$ cat config.mk
export PLATFORM = sky130hd
export DESIGN_NAME = high_side_fault_supervisor
export DESIGN_NICKNAME = d
export VERILOG_FILES = /design/src/core/event_timer.v /design/src/core/high_side_fault_supervisor.v
export VERILOG_INCLUDE_DIRS = /design/src /design/src/core
export SDC_FILE = /design/constraint.sdc
export NUM_CORES = 1
export LEC_CHECK = 0
export BUFFER_PORTS_ARGS = -buffer_cell sky130_fd_sc_hd__buf_2
export CAP_MARGIN = 30
export CORE_ASPECT_RATIO = 0.8
export CORE_MARGIN = 3
export CORE_UTILIZATION = 57
export DETAILED_ROUTE_END_ITERATION = 10
export MAX_ROUTING_LAYER = met4
export PLACE_DENSITY = 0.85
export SLEW_MARGIN = 40
export SYNTH_ARGS = -nofsm -noshare
export SYNTH_HDL_FRONTEND = slang
export SYNTH_HIERARCHICAL = 1
export SYNTH_SLANG_ARGS = --single-unit
$ cat constraint.sdc
create_clock -name aclk -period 7.4 [get_ports aclk]
set_input_delay 1.48 -clock aclk [delete_from_list [all_inputs] [get_ports aclk]]
set_output_delay 1.48 -clock aclk [all_outputs]
set_load 0.01 [all_outputs]
$ cat src/core/fault_supervisor_consts.vh
// Purpose: Shared constants of the high-side fault supervisor.
// Assumes: 125 MHz aclk, AXI4-Lite register access with 32-bit data.
// Notes: Definitions only.
`ifndef FAULT_SUPERVISOR_CONSTS_VH
`define FAULT_SUPERVISOR_CONSTS_VH

// ----------------------------------------
// Timing
// ----------------------------------------
`define CLK_PERIOD_NS 8
`define DEGLITCH_NS 3000
`define DEGLITCH_CYC 16'h0177
`define RETRY_CYC_DEF 16'h0FA0
`define FOLD_LIMIT 4'h7
`define TIMER_W 16

// ----------------------------------------
// Register byte offsets
// ----------------------------------------
`define OFS_CTRL 5'h00
`define OFS_STATUS 5'h04
`define OFS_IRQ_STAT 5'h08
`define OFS_IRQ_CLR 5'h0C
`define OFS_IRQ_EN 5'h10
`define ADDR_W 5

// ----------------------------------------
// Fields
// ----------------------------------------
`define CTRL_FOLD_EN 0
`define ST_FAULT 0
`define ST_ABS 1
`define ST_REL 2
`define ST_OC 3
`define ST_ON 4
`define ST_HALF 5
`define ST_UV 6
`define ST_INT 7
`define ST_CNT_LO 8
`define ST_CNT_HI 11
`define IRQ_W 4
`define IRQ_FAULT 0
`define IRQ_RELEASE 1
`define IRQ_UV 2
`define IRQ_FOLD 3

// ----------------------------------------
// Bus answers and reset values
// ----------------------------------------
`define RESP_OKAY 2'h0
`define RESP_SLVERR 2'h2
`define CTRL_RST 1'h0
`define IRQ_RST 4'h0
`define CNT_RST 4'h0
`define DATA_ZERO 32'h00000000

`endif

$ cat src/core/event_timer.v
// Purpose: Counts cycles while run is high and flags when the limit is reached.
// Assumes: Synchronous active-low reset.
// Notes: Dropping run restarts the count.
`timescale 1ns/10ps
`include "fault_supervisor_consts.vh"

module event_timer #(
	parameter [`TIMER_W-1:0] LIMIT = 16'h0001
) (
	// Clock and reset
	input wire aclk,
	input wire aresetn,
	// Control
	input wire run,
	output wire done
);

	reg [`TIMER_W-1:0] cnt_r;

	assign done = (cnt_r == LIMIT);

	always @(posedge aclk) begin
		if (!aresetn) begin
			cnt_r <= 16'h0000;
		end else if (!run) begin
			cnt_r <= 16'h0000;
		end else if (cnt_r != LIMIT) begin
			cnt_r <= cnt_r + 16'h0001;
		end
	end

endmodule // event_timer

$ cat src/core/high_side_fault_supervisor.v
// What this block does
// Thermal or current fault switches off, enters fault.
// Release needs latch low, retry expired, faults gone.
// Thermal fault on absolute or relative over-temperature.
// Absolute fault clears only below hysteresis point.
// Relative fault clears after retry interval.
// Current limit reached turns channel off immediately; the code turns it off one cycle after the deglitch time.
// Fault state drives sense output fault level.
// Over-current counts only after deglitch time.
// Foldback variant halves limit after seven faults.
// Foldback restores on standby or clean cycle.
// Non-foldback variant never changes its limit.
// Bad limit resistor selects internal limit.
// Undervoltage locks output off until rise threshold.
// Controller holds enable low during slow ramp.
// Load dump keeps switch state unchanged.
// Latch-select high holds switch off after fault.
// Latch-select low retries automatically after clearing.
// Retry, deglitch, foldback count are cycle parameters.
//
// Purpose: Fault supervision of a single-channel high-side switch with AXI4-Lite registers.
// Assumes: Analog comparators arrive as synchronous levels on aclk.
// Notes: Analog measurement itself stays outside this block.
//
// The AXI4-Lite interface to the registers and the address map are this design's own decisions.
`timescale 1ns/10ps
`include "fault_supervisor_consts.vh"

module high_side_fault_supervisor #(
	parameter [`TIMER_W-1:0] RETRY_CYCLES = `RETRY_CYC_DEF,
	parameter [`TIMER_W-1:0] DEGLITCH_CYCLES = `DEGLITCH_CYC,
	parameter [3:0] FOLD_COUNT = `FOLD_LIMIT
) (
	// Clock and reset
	input wire aclk,
	input wire aresetn,
	// Controller pins
	input wire enable_in,
	input wire latch_sel,
	input wire standby_in,
	// Comparator levels
	input wire fet_over_abs,
	input wire fet_below_hys,
	input wire rel_over,
	input wire over_current,
	input wire limit_set_resistor_ok,
	input wire undervoltage_fall_threshold,
	input wire undervoltage_rise_threshold,
	input wire load_dump,
	// Switch and sense control
	output wire switch_on,
	output wire sense_fault,
	output wire limit_half,
	output wire limit_internal,
	output wire irq,
	// AXI4-Lite write
	input wire [`ADDR_W-1:0] s_axi_awaddr,
	input wire s_axi_awvalid,
	output wire s_axi_awready,
	input wire [31:0] s_axi_wdata,
	input wire [3:0] s_axi_wstrb,
	input wire s_axi_wvalid,
	output wire s_axi_wready,
	output wire [1:0] s_axi_bresp,
	output wire s_axi_bvalid,
	input wire s_axi_bready,
	// AXI4-Lite read
	input wire [`ADDR_W-1:0] s_axi_araddr,
	input wire s_axi_arvalid,
	output wire s_axi_arready,
	output wire [31:0] s_axi_rdata,
	output wire [1:0] s_axi_rresp,
	output wire s_axi_rvalid,
	input wire s_axi_rready
);

	// ----------------------------------------
	// States
	// ----------------------------------------
	localparam [3:0] S_OFF = 4'h1;
	localparam [3:0] S_ON = 4'h2;
	localparam [3:0] S_FAULT = 4'h4;
	localparam [3:0] S_LOCK = 4'h8;

	reg [3:0] state_r;
	reg [3:0] state_nxt;
	reg abs_flt_r;
	reg rel_flt_r;
	reg oc_flt_r;
	reg uv_lock_r;
	reg [3:0] fold_cnt_r;
	reg clean_r;
	reg half_r;
	reg int_lim_r;
	reg fold_en_r;
	reg [`IRQ_W-1:0] irq_stat_r;
	reg [`IRQ_W-1:0] irq_en_r;
	reg irq_r;
	reg aw_got_r;
	reg w_got_r;
	reg [`ADDR_W-1:0] awaddr_r;
	reg [31:0] wdata_r;
	reg [3:0] wstrb_r;
	reg awready_r;
	reg wready_r;
	reg bvalid_r;
	reg [1:0] bresp_r;
	reg arready_r;
	reg rvalid_r;
	reg [31:0] rdata_r;
	reg [1:0] rresp_r;
	reg [`IRQ_W-1:0] irq_ev;
	reg [`IRQ_W-1:0] irq_clr;
	reg [31:0] rd_mux;
	reg rd_ok;

	wire oc_seen;
	wire retry_done;
	wire faults_any;
	wire fault_entry;
	wire do_write;
	wire wr_ok;

	// ----------------------------------------
	// Timers
	// ----------------------------------------
	// The filter keeps switching spikes from tripping the limit.
	event_timer #(.LIMIT(DEGLITCH_CYCLES)) u_deglitch (
		.aclk(aclk),
		.aresetn(aresetn),
		.run(over_current),
		.done(oc_seen)
	);

	event_timer #(.LIMIT(RETRY_CYCLES)) u_retry (
		.aclk(aclk),
		.aresetn(aresetn),
		.run(state_r == S_FAULT),
		.done(retry_done)
	);

	// ----------------------------------------
	// Fault flags
	// ----------------------------------------
	assign faults_any = abs_flt_r | rel_flt_r | oc_flt_r;
	assign fault_entry = (state_r != S_FAULT) && (state_nxt == S_FAULT);

	always @(posedge aclk) begin
		if (!aresetn) begin
			abs_flt_r <= 1'b0;
			rel_flt_r <= 1'b0;
			oc_flt_r <= 1'b0;
			uv_lock_r <= 1'b0;
			int_lim_r <= 1'b0;
		end else begin
			if (fet_over_abs) begin
				abs_flt_r <= 1'b1;
			end else if (fet_below_hys) begin
				abs_flt_r <= 1'b0;
			end
			if (rel_over && !rel_flt_r) begin
				rel_flt_r <= 1'b1;
			end else if (rel_flt_r && retry_done) begin
				rel_flt_r <= 1'b0;
			end
			if (oc_seen && state_r == S_ON) begin
				oc_flt_r <= 1'b1;
			end else if (!over_current) begin
				oc_flt_r <= 1'b0;
			end
			if (undervoltage_fall_threshold) begin
				uv_lock_r <= 1'b1;
			end else if (undervoltage_rise_threshold) begin
				uv_lock_r <= 1'b0;
			end
			int_lim_r <= !limit_set_resistor_ok;
		end
	end

	// ----------------------------------------
	// Switch state machine
	// ----------------------------------------
	always @* begin
		state_nxt = state_r;
		case (state_r)
			S_OFF: begin
				if (uv_lock_r) begin
					state_nxt = S_LOCK;
				end else if (abs_flt_r || rel_flt_r) begin
					state_nxt = S_FAULT;
				end else if (enable_in) begin
					state_nxt = S_ON;
				end
			end
			S_ON: begin
				if (uv_lock_r) begin
					state_nxt = S_LOCK;
				end else if (faults_any || (oc_seen && !oc_flt_r)) begin
					state_nxt = S_FAULT;
				end else if (!enable_in) begin
					state_nxt = S_OFF;
				end
			end
			S_FAULT: begin
				if (uv_lock_r) begin
					state_nxt = S_LOCK;
				end else if (!latch_sel && retry_done && !faults_any) begin
					state_nxt = enable_in ? S_ON : S_OFF;
				end
			end
			S_LOCK: begin
				// Enable is honoured only after the supply has recovered.
				if (!uv_lock_r) begin
					state_nxt = S_OFF;
				end
			end
			default: begin
				state_nxt = S_OFF;
			end
		endcase
		if (load_dump) begin
			state_nxt = state_r;
		end
	end

	always @(posedge aclk) begin
		if (!aresetn) begin
			state_r <= S_OFF;
		end else begin
			state_r <= state_nxt;
		end
	end

	assign switch_on = state_r[1];
	assign sense_fault = state_r[2];

	// ----------------------------------------
	// Current limit foldback
	// ----------------------------------------
	always @(posedge aclk) begin
		if (!aresetn) begin
			fold_cnt_r <= `CNT_RST;
			clean_r <= 1'b0;
			half_r <= 1'b0;
		end else begin
			if (state_r != S_ON && state_nxt == S_ON) begin
				clean_r <= 1'b1;
			end else if (fault_entry) begin
				clean_r <= 1'b0;
			end
			if (standby_in || (state_r == S_ON && state_nxt == S_OFF && clean_r)) begin
				fold_cnt_r <= `CNT_RST;
			end else if (fault_entry && fold_cnt_r != FOLD_COUNT) begin
				fold_cnt_r <= fold_cnt_r + 4'h1;
			end
			half_r <= fold_en_r && (fold_cnt_r == FOLD_COUNT);
		end
	end

	assign limit_half = half_r;
	assign limit_internal = int_lim_r;

	// ----------------------------------------
	// Interrupts
	// ----------------------------------------
	always @* begin
		irq_ev = `IRQ_RST;
		irq_ev[`IRQ_FAULT] = fault_entry;
		irq_ev[`IRQ_RELEASE] = (state_r == S_FAULT) && (state_nxt != S_FAULT);
		irq_ev[`IRQ_UV] = (state_r != S_LOCK) && (state_nxt == S_LOCK);
		irq_ev[`IRQ_FOLD] = fold_en_r && !half_r && (fold_cnt_r == FOLD_COUNT);
		irq_clr = `IRQ_RST;
		if (do_write && awaddr_r == `OFS_IRQ_CLR && wstrb_r[0]) begin
			irq_clr = wdata_r[`IRQ_W-1:0];
		end
	end

	// A new event in the clearing cycle survives the clear.
	always @(posedge aclk) begin
		if (!aresetn) begin
			irq_stat_r <= `IRQ_RST;
			irq_r <= 1'b0;
		end else begin
			irq_stat_r <= (irq_stat_r & ~irq_clr) | irq_ev;
			irq_r <= |(irq_stat_r & irq_en_r);
		end
	end

	assign irq = irq_r;

	// ----------------------------------------
	// AXI4-Lite write side
	// ----------------------------------------
	assign do_write = aw_got_r && w_got_r && !bvalid_r;
	assign wr_ok = (awaddr_r == `OFS_CTRL) || (awaddr_r == `OFS_IRQ_CLR) || (awaddr_r == `OFS_IRQ_EN);

	always @(posedge aclk) begin
		if (!aresetn) begin
			aw_got_r <= 1'b0;
			w_got_r <= 1'b0;
			awaddr_r <= 5'h00;
			wdata_r <= `DATA_ZERO;
			wstrb_r <= 4'h0;
			awready_r <= 1'b0;
			wready_r <= 1'b0;
			bvalid_r <= 1'b0;
			bresp_r <= `RESP_OKAY;
			fold_en_r <= `CTRL_RST;
			irq_en_r <= `IRQ_RST;
		end else begin
			awready_r <= !aw_got_r && !(s_axi_awvalid && awready_r) && !bvalid_r;
			wready_r <= !w_got_r && !(s_axi_wvalid && wready_r) && !bvalid_r;
			if (s_axi_awvalid && awready_r) begin
				aw_got_r <= 1'b1;
				awaddr_r <= s_axi_awaddr;
			end
			if (s_axi_wvalid && wready_r) begin
				w_got_r <= 1'b1;
				wdata_r <= s_axi_wdata;
				wstrb_r <= s_axi_wstrb;
			end
			if (do_write) begin
				bvalid_r <= 1'b1;
				bresp_r <= wr_ok ? `RESP_OKAY : `RESP_SLVERR;
				aw_got_r <= 1'b0;
				w_got_r <= 1'b0;
				if (awaddr_r == `OFS_CTRL && wstrb_r[0]) begin
					fold_en_r <= wdata_r[`CTRL_FOLD_EN];
				end
				if (awaddr_r == `OFS_IRQ_EN && wstrb_r[0]) begin
					irq_en_r <= wdata_r[`IRQ_W-1:0];
				end
			end else if (bvalid_r && s_axi_bready) begin
				bvalid_r <= 1'b0;
			end
		end
	end

	assign s_axi_awready = awready_r;
	assign s_axi_wready = wready_r;
	assign s_axi_bvalid = bvalid_r;
	assign s_axi_bresp = bresp_r;

	// ----------------------------------------
	// AXI4-Lite read side
	// ----------------------------------------
	always @* begin
		rd_mux = `DATA_ZERO;
		rd_ok = 1'b1;
		case (s_axi_araddr)
			`OFS_CTRL: begin
				rd_mux[`CTRL_FOLD_EN] = fold_en_r;
			end
			`OFS_STATUS: begin
				rd_mux[`ST_FAULT] = sense_fault;
				rd_mux[`ST_ABS] = abs_flt_r;
				rd_mux[`ST_REL] = rel_flt_r;
				rd_mux[`ST_OC] = oc_flt_r;
				rd_mux[`ST_ON] = switch_on;
				rd_mux[`ST_HALF] = half_r;
				rd_mux[`ST_UV] = uv_lock_r;
				rd_mux[`ST_INT] = int_lim_r;
				rd_mux[`ST_CNT_HI:`ST_CNT_LO] = fold_cnt_r;
			end
			`OFS_IRQ_STAT: begin
				rd_mux[`IRQ_W-1:0] = irq_stat_r;
			end
			`OFS_IRQ_CLR: begin
				rd_mux = `DATA_ZERO;
			end
			`OFS_IRQ_EN: begin
				rd_mux[`IRQ_W-1:0] = irq_en_r;
			end
			default: begin
				rd_ok = 1'b0;
			end
		endcase
	end

	always @(posedge aclk) begin
		if (!aresetn) begin
			arready_r <= 1'b0;
			rvalid_r <= 1'b0;
			rdata_r <= `DATA_ZERO;
			rresp_r <= `RESP_OKAY;
		end else begin
			arready_r <= !rvalid_r && !(s_axi_arvalid && arready_r);
			if (s_axi_arvalid && arready_r) begin
				rvalid_r <= 1'b1;
				rdata_r <= rd_mux;
				rresp_r <= rd_ok ? `RESP_OKAY : `RESP_SLVERR;
			end else if (rvalid_r && s_axi_rready) begin
				rvalid_r <= 1'b0;
			end
		end
	end

	assign s_axi_arready = arready_r;
	assign s_axi_rvalid = rvalid_r;
	assign s_axi_rdata = rdata_r;
	assign s_axi_rresp = rresp_r;

endmodule // high_side_fault_supervisor

After elaboration in Yosys (flattened, before gate mapping)
Cells that the tools add are included.
- bits in registers: 90
- bits of input ports: 64
- output and inout bits: 46
- word-level logic and storage cells: 162
- add/sub/neg operators: 3
- eq/ne operators: 25
- multiplexer cells: 33
- bitwise operators: 7
- reduce and logical (&&, ||, !) cells: 66
- operator list (cell ; count):
    two-way mux 4 bit ; 11
    adder 16 x 1 -> 16 bit, second input constant ; 2
    logical AND 1 bit ; 32
    == test 16 x 12 -> 1 bit, second input constant ; 1
    == test 16 x 9 -> 1 bit, second input constant ; 1
    inequality test 16 x 12 -> 1 bit, second input constant ; 1
    inequality test 16 x 9 -> 1 bit, second input constant ; 1
    case mux 4 bit (4 select lines) ; 1
    == test 5 x 4 -> 1 bit, second input constant ; 3
    two-way mux 1 bit ; 15
    zero test 1 bit ; 13
    == test 4 x 3 -> 1 bit, second input constant ; 3
    inequality test 4 x 3 -> 1 bit, second input constant ; 3
    nonzero test 2 bit ; 6
    == test 5 bit, second input constant ; 2
    zero test 5 bit ; 2
    case mux 3 bit (3 select lines) ; 1
    AND 4 bit ; 2
    == test 4 x 1 -> 1 bit, second input constant ; 2
    == test 4 x 2 -> 1 bit, second input constant ; 2
    == test 4 bit, second input constant ; 2
    two-way mux 8 bit ; 1
    AND reduction 2 bit ; 4
    two-way mux 2 bit ; 3
    14 further kinds ; 20

Depth between registers and ports, before layout
- depth in word-level cells: 13
- gate-level depth with buffers: 12
- gate-level depth less buffers: 11

Cells and area by module
Netlist, hierarchy kept.
- by module, submodules not included (module ; instances ; cells each ; area each (µm²) ; sequential area each (µm²)):
    high_side_fault_supervisor ; 1 ; 313 ; 2743.9 ; 1121.1
    event_timer at u_deglitch ; 1 ; 87 ; 772.0 ; 320.3
    event_timer at u_retry ; 1 ; 85 ; 758.2 ; 320.3

Worst setup path after synthesis
OpenSTA, ideal clock, no wires.
- path type: input to register
- start: in load_dump
- end: reg fold_cnt_r[0]
- setup time: 0.070 ns
- arrival: 3.046 ns
- required time: 7.330 ns
- slack: 4.284 ns
- stages: 7
- path buffers: 1
- cells stage by stage: clkbuf_1 nor4b_1 o31a_1 o22ai_1 or3b_4 or4_1 a21oi_1
- longest elaborated chain between the ends: 6
- elaborated cells between the ends (all ways): 9
- classes of those cells: eq/ne: 2; mux: 1; reduce/logical: 6
- RTL lines (what ; line ; RTL):
    start: declaration ; high_side_fault_supervisor.v:49 ; input wire load_dump,
    two-way mux 4 bit * ; high_side_fault_supervisor.v:221 ; if (load_dump) begin
    == test 4 x 1 -> 1 bit ; high_side_fault_supervisor.v:251 ; if (standby_in || (state_r == S_ON && state_nxt == S_OFF && clean_r)) begin
    logical AND 1 bit (2 in series) ; high_side_fault_supervisor.v:251 ;
    logical OR 1 bit ; high_side_fault_supervisor.v:251 ;
    OR reduction 2 bit (no line) ; -- ;
    end signal: assignment ; high_side_fault_supervisor.v:242 ; fold_cnt_r <= `CNT_RST;
    end signal: assignment ; high_side_fault_supervisor.v:252 ; fold_cnt_r <= `CNT_RST;
    end signal: assignment ; high_side_fault_supervisor.v:254 ; fold_cnt_r <= fold_cnt_r + 4'h1;
    end: declaration ; high_side_fault_supervisor.v:91 ; reg [3:0] fold_cnt_r;
Every way passes the cells marked *; elsewhere a longest branch is shown, timed or not.
A chain may end at the register's enable or synchronous reset.

Worst setup path after layout
- start: reg u_retry.cnt_r[0]
- end: reg fold_cnt_r[1]
- longest elaborated chain between the ends: 12
- elaborated cells between the ends (all ways): 15
- classes of those cells: eq/ne: 3; mux: 4; reduce/logical: 8
- RTL lines (what ; line ; RTL):
    start: declaration ; event_timer.v:18 ; reg [`TIMER_W-1:0] cnt_r;
    start signal: assignment ; event_timer.v:28 ; cnt_r <= cnt_r + 16'h0001;
    == test 16 x 12 -> 1 bit * ; event_timer.v:20 ; assign done = (cnt_r == LIMIT);
    via retry_done ; high_side_fault_supervisor.v:118 ; wire retry_done;
    logical AND 1 bit * (2 in series) ; high_side_fault_supervisor.v:207 ; end else if (!latch_sel && retry_done && !faults_any) begin
    two-way mux 4 bit * ; high_side_fault_supervisor.v:207 ;
    two-way mux 4 bit * ; high_side_fault_supervisor.v:205 ; if (uv_lock_r) begin
    case mux 4 bit (4 select lines) * ; high_side_fault_supervisor.v:185 ; case (state_r)
    two-way mux 4 bit * ; high_side_fault_supervisor.v:221 ;
    == test 4 x 1 -> 1 bit ; high_side_fault_supervisor.v:251 ;
    logical AND 1 bit (2 in series) ; high_side_fault_supervisor.v:251 ;
    logical OR 1 bit ; high_side_fault_supervisor.v:251 ;
    OR reduction 2 bit (no line) ; -- ;
The timed path passes the listed nets; every way through them passes the cells marked *.

==> summary by stage <==
Run status
The flow ran to the end, and the final reports show no timing, DRC or antenna violations.

Route
The total vias in the final route is ~3,700. The post-detailed-route count of antenna-violating nets is 0. The first detailed-routing pass took 4 iterations.

The wire length after detailed routing is around 9.2 mm. The residual DRC count is 0. Using the TritonRoute via totals, the vias-per-cell ratio works out to ~5.8. The detailed-route wire length per cell is about 15 microns. The starting DRC count in detailed routing is approximately 180.

Global routing
The maximum number of pins on one net before global-route repair is 47. The total overflow left after global routing is 0. The initial antenna violation count came to 0.

The global router's overall resource usage is between 20 and 25%. The global-route wire length before repair is 15.31 mm. The number of global-route vias before repair is ~3,300.

Clocking
The number of clock buffers added by TritonCTS is 9. The H-tree generated during clock tree synthesis spans 3 levels. The insertion delay of the later-clocked pin in the worst-skew pair is approximately 0.35 ns. The clock tree from TritonCTS is built.

The count of clock tree sinks is between 80 and 90. The number of gates resized after CTS is 0. After clock tree synthesis, the setup repair step added 0 buffers.

The clock root buffer is sky130_fd_sc_hd__clkbuf_8. Clock-pin slew was measured on the worst setup and hold paths at approximately 0.08 ns. Counting along the longest clock path gives a buffer depth of 2. Hold repair after CTS inserted 0 buffers.

Final layout
The final design utilization is between 60% and 70%. Relative to the synthesized area, the layout overhead comes to 10.60%. The post-layout instance count excluding filler cells is about 630. The share of post-route cells with drive strength above 1 is ~16%. After filler insertion, the fill cell instance count of the layout stands at approximately 580.

After the last flow step, the layout net total stands at a little over 600. The antenna diode count is 0.

STA
The slew at the pin closest to its max-slew limit is between 0.7 and 0.8 ns. The final worst-path cycle share is 45.20%. The max-slew violation count is 0. Setup repair after global routing left no endpoint under its margin. Setup violations remaining at the end of the flow were counted as 0. The upper clock frequency limit is 0.2990 GHz. Hold is met by 0.4528 ns. The post-route setup TNS is 0 ns. The max-slew headroom at the worst pin is 48.09%.

Clock skew on the completed layout was measured at 0.007966 ns. The smallest clock period supported by the final layout is computed as roughly 3.3 ns. The number of hold violations in the final report is 0.

Synthesis
The share of the Yosys chip area taken by registers is 41.22%. The area fraction in compound gates after synthesis is between 10% and 20%. Among all flip-flop cells after synthesis, the most frequent one is sky130_fd_sc_hd__dfxtp_1.

The mux cell area share after synthesis is around 2.1%. Counting flops with a built-in enable in the synthesized netlist gives 0. The yosys synthesis warning count is 6. The largest family of logic cells by synthesized area is simple AND/OR/NAND/NOR gates. In the synthesized netlist, the number of instances is about 490. Averaged over all synthesized cells, the footprint is 8.813 sq um. The cell area that synthesis handed to floorplanning was between 4000 and 5000 sq um. Of the total synthesized cell area, the portion taken by full adders, half adders and majority gates is between 1 and 1.5%.

The async set-or-reset flop fraction in the synthesized netlist is 0%. The simple logic cell fraction of the synthesized area is between 20% and 30%. Synthesis inferred 88 register bits. The number of unique standard cell types used by synthesis is 65. The xor/xnor cell area share of the yosys netlist is under 10%.

Die
The die covers between 8000 and 9000 sq um. The cell row count is 27. The number of primary I/O pins is 110.

The horizontal die dimension is roughly 100 microns. The core region is about 7000 sq um. Once the floorplan was initialized, standard cells occupied 60.54% of the core.

The die is 83.45 microns tall.

Pwr
The peak supply drop is around 0.13 mV. The share of total power dissipated in sequential elements is a little over half. The share of total power dissipated in combinational logic is 8.7%.

The switching component of the power is between 0.0002 and 0.00025 W. The design internal power is 0.0007070 W. Summing internal, switching and leakage power gives roughly 0.00094 W. Dividing total power by cell area gives a power density of slightly below 200 nW/um^2. The static power due to leakage is 1.824 nW. The share of total power dissipated in the clock network is 38.0%. The switching power as a share of total power is approximately 24%.

Placement
Routability-driven placement finished with a final weighted congestion of around 0.93. Once placement completed, the tool counted placed cells totaling 613. The post-DP HPWL is roughly 6.7 mm. The port buffer count is between 50 and 60.

Worst setup path
The largest fanout of any net on the critical path is 8. The required arrival time at the worst endpoint is ~7.6 ns. Data arrives at the worst endpoint at approximately 3.6 ns. The startpoint class of the critical path is a flop.

The class of the most critical setup path is flop to flop. The worst setup path is captured at a flop.

Flow run
The number of max-cap violations is 0.

Min path
The class of the tightest hold or removal check is flop to flop.
final timing paths:
| kind | startpoint | end | slack, ns | depth (start not counted) |
|---|---|---|---|---|
| worst min-delay path | s_axi_rvalid | s_axi_arready | 0.45 | 1 |
| worst min register to register | s_axi_rvalid | s_axi_arready | 0.45 | 1 |
| worst max register to register | u_retry/cnt_r[0] | fold_cnt_r[1] | 4.06 | 11 |
| worst max-delay path | u_retry/cnt_r[0] | fold_cnt_r[1] | 4.06 | 11 |
synth_stat cells (8+ instances only):
library cell	n	area share, %
sky130_fd_sc_hd__nand4_1	9	1.3
sky130_fd_sc_hd__o21ai_0	16	1.9
sky130_fd_sc_hd__a22o_1	8	1.6
sky130_fd_sc_hd__xnor2_1	15	3.1
sky130_fd_sc_hd__nor2b_1	15	2.2
sky130_fd_sc_hd__xor2_1	9	1.8
sky130_fd_sc_hd__nor2_1	47	4.1
sky130_fd_sc_hd__mux2i_1	9	2.1
sky130_fd_sc_hd__a21boi_0	16	2.8
sky130_fd_sc_hd__nor3_1	12	1.4
sky130_fd_sc_hd__nand3_1	26	3.0
sky130_fd_sc_hd__buf_4	23	4.0
sky130_fd_sc_hd__nand2_1	40	3.5
sky130_fd_sc_hd__a21oi_1	17	2.0
sky130_fd_sc_hd__inv_1	12	1.1
sky130_fd_sc_hd__dfxtp_1	88	41
through the flow:
step | area (sq um) | setup slack, ns
after global placement | 4502 | 3.857
final | 4727 | 4.055
after CTS | 4727 | 4.089
after global routing | 4727 | 3.803
after detailed placement | 4514 | 4.029
after floorplan | 4353 | 4.284
cells by family after synthesis:
group           Yosys count
flops                    88
buf+inv                  49
xor+xnor                 24
compound gates           98
fa+ha+maj                 4
mux                       9
simple gates            212
other cells               1
cells in the final DEF (no fill, tap or decap), types with 16 or more instances in the layout:
master,count
sky130_fd_sc_hd__conb_1,22
sky130_fd_sc_hd__nand2_1,40
sky130_fd_sc_hd__buf_2,56
sky130_fd_sc_hd__dfxtp_1,88
sky130_fd_sc_hd__a21oi_1,17
sky130_fd_sc_hd__nor2_1,47
sky130_fd_sc_hd__nand3_1,26
sky130_fd_sc_hd__o21ai_0,16
layout make-up:
cell class	count	area [sq um]	area share [%]
Multi-Input combinational cell	369	2315	48.97
Timing Repair Buffer	56	280.3	5.929
Clock buffer	11	131.4	2.779
Tap cell	87	108.9	2.303
Clock inverter	5	81.33	1.720
Inverter	13	48.80	1.032
Sequential cell	88	1762	37.27
metal layers:
metal	part of all wire (%)	wire length (microns)	track usage [%]
met5	0	0	-
met4	1.3	123	6.118
met3	6.4	585	5.430
met2	47	4311	34.47
met1	45	4131	29.64
flip-flops by register name (all words and copies together) (netlist names), 4 cells and up:
| name | cells |
|---|---|
| s_axi_rdata | 12 |
| irq_stat_r | 4 |
| fold_cnt_r | 4 |
| u_deglitch/cnt_r | 16 |
| awaddr_r | 5 |
| state_r | 4 |
| wdata_r | 4 |
| u_retry/cnt_r | 16 |
| irq_en_r | 4 |
worst max-delay path: stages (launching register included):
cell and delay (ns):
sky130_fd_sc_hd__dfxtp_1 0.37, sky130_fd_sc_hd__inv_1 0.08, sky130_fd_sc_hd__ha_1 0.14, sky130_fd_sc_hd__or4b_1 0.44, sky130_fd_sc_hd__or4_1 0.61, sky130_fd_sc_hd__inv_1 0.15
sky130_fd_sc_hd__nor4b_1 0.23, sky130_fd_sc_hd__a32oi_1 0.15, sky130_fd_sc_hd__nor4_2 0.31, sky130_fd_sc_hd__nor2_1 0.22, sky130_fd_sc_hd__o31ai_1 0.45, sky130_fd_sc_hd__a21oi_1 0.08
power by group through the flow:
stage                     clock network (W)  registers (W)   logic, W
after detailed placement                  0       0.000510  0.0000805
after global placement                    0       0.000509  0.0000769
after floorplan                           0       0.000505  0.0000655
after global routing               0.000382       0.000501  0.0000909
final                              0.000356       0.000499  0.0000811
after CTS                          0.000361       0.000499  0.0000808
Note: power is estimated with default switching activity, not from simulation.
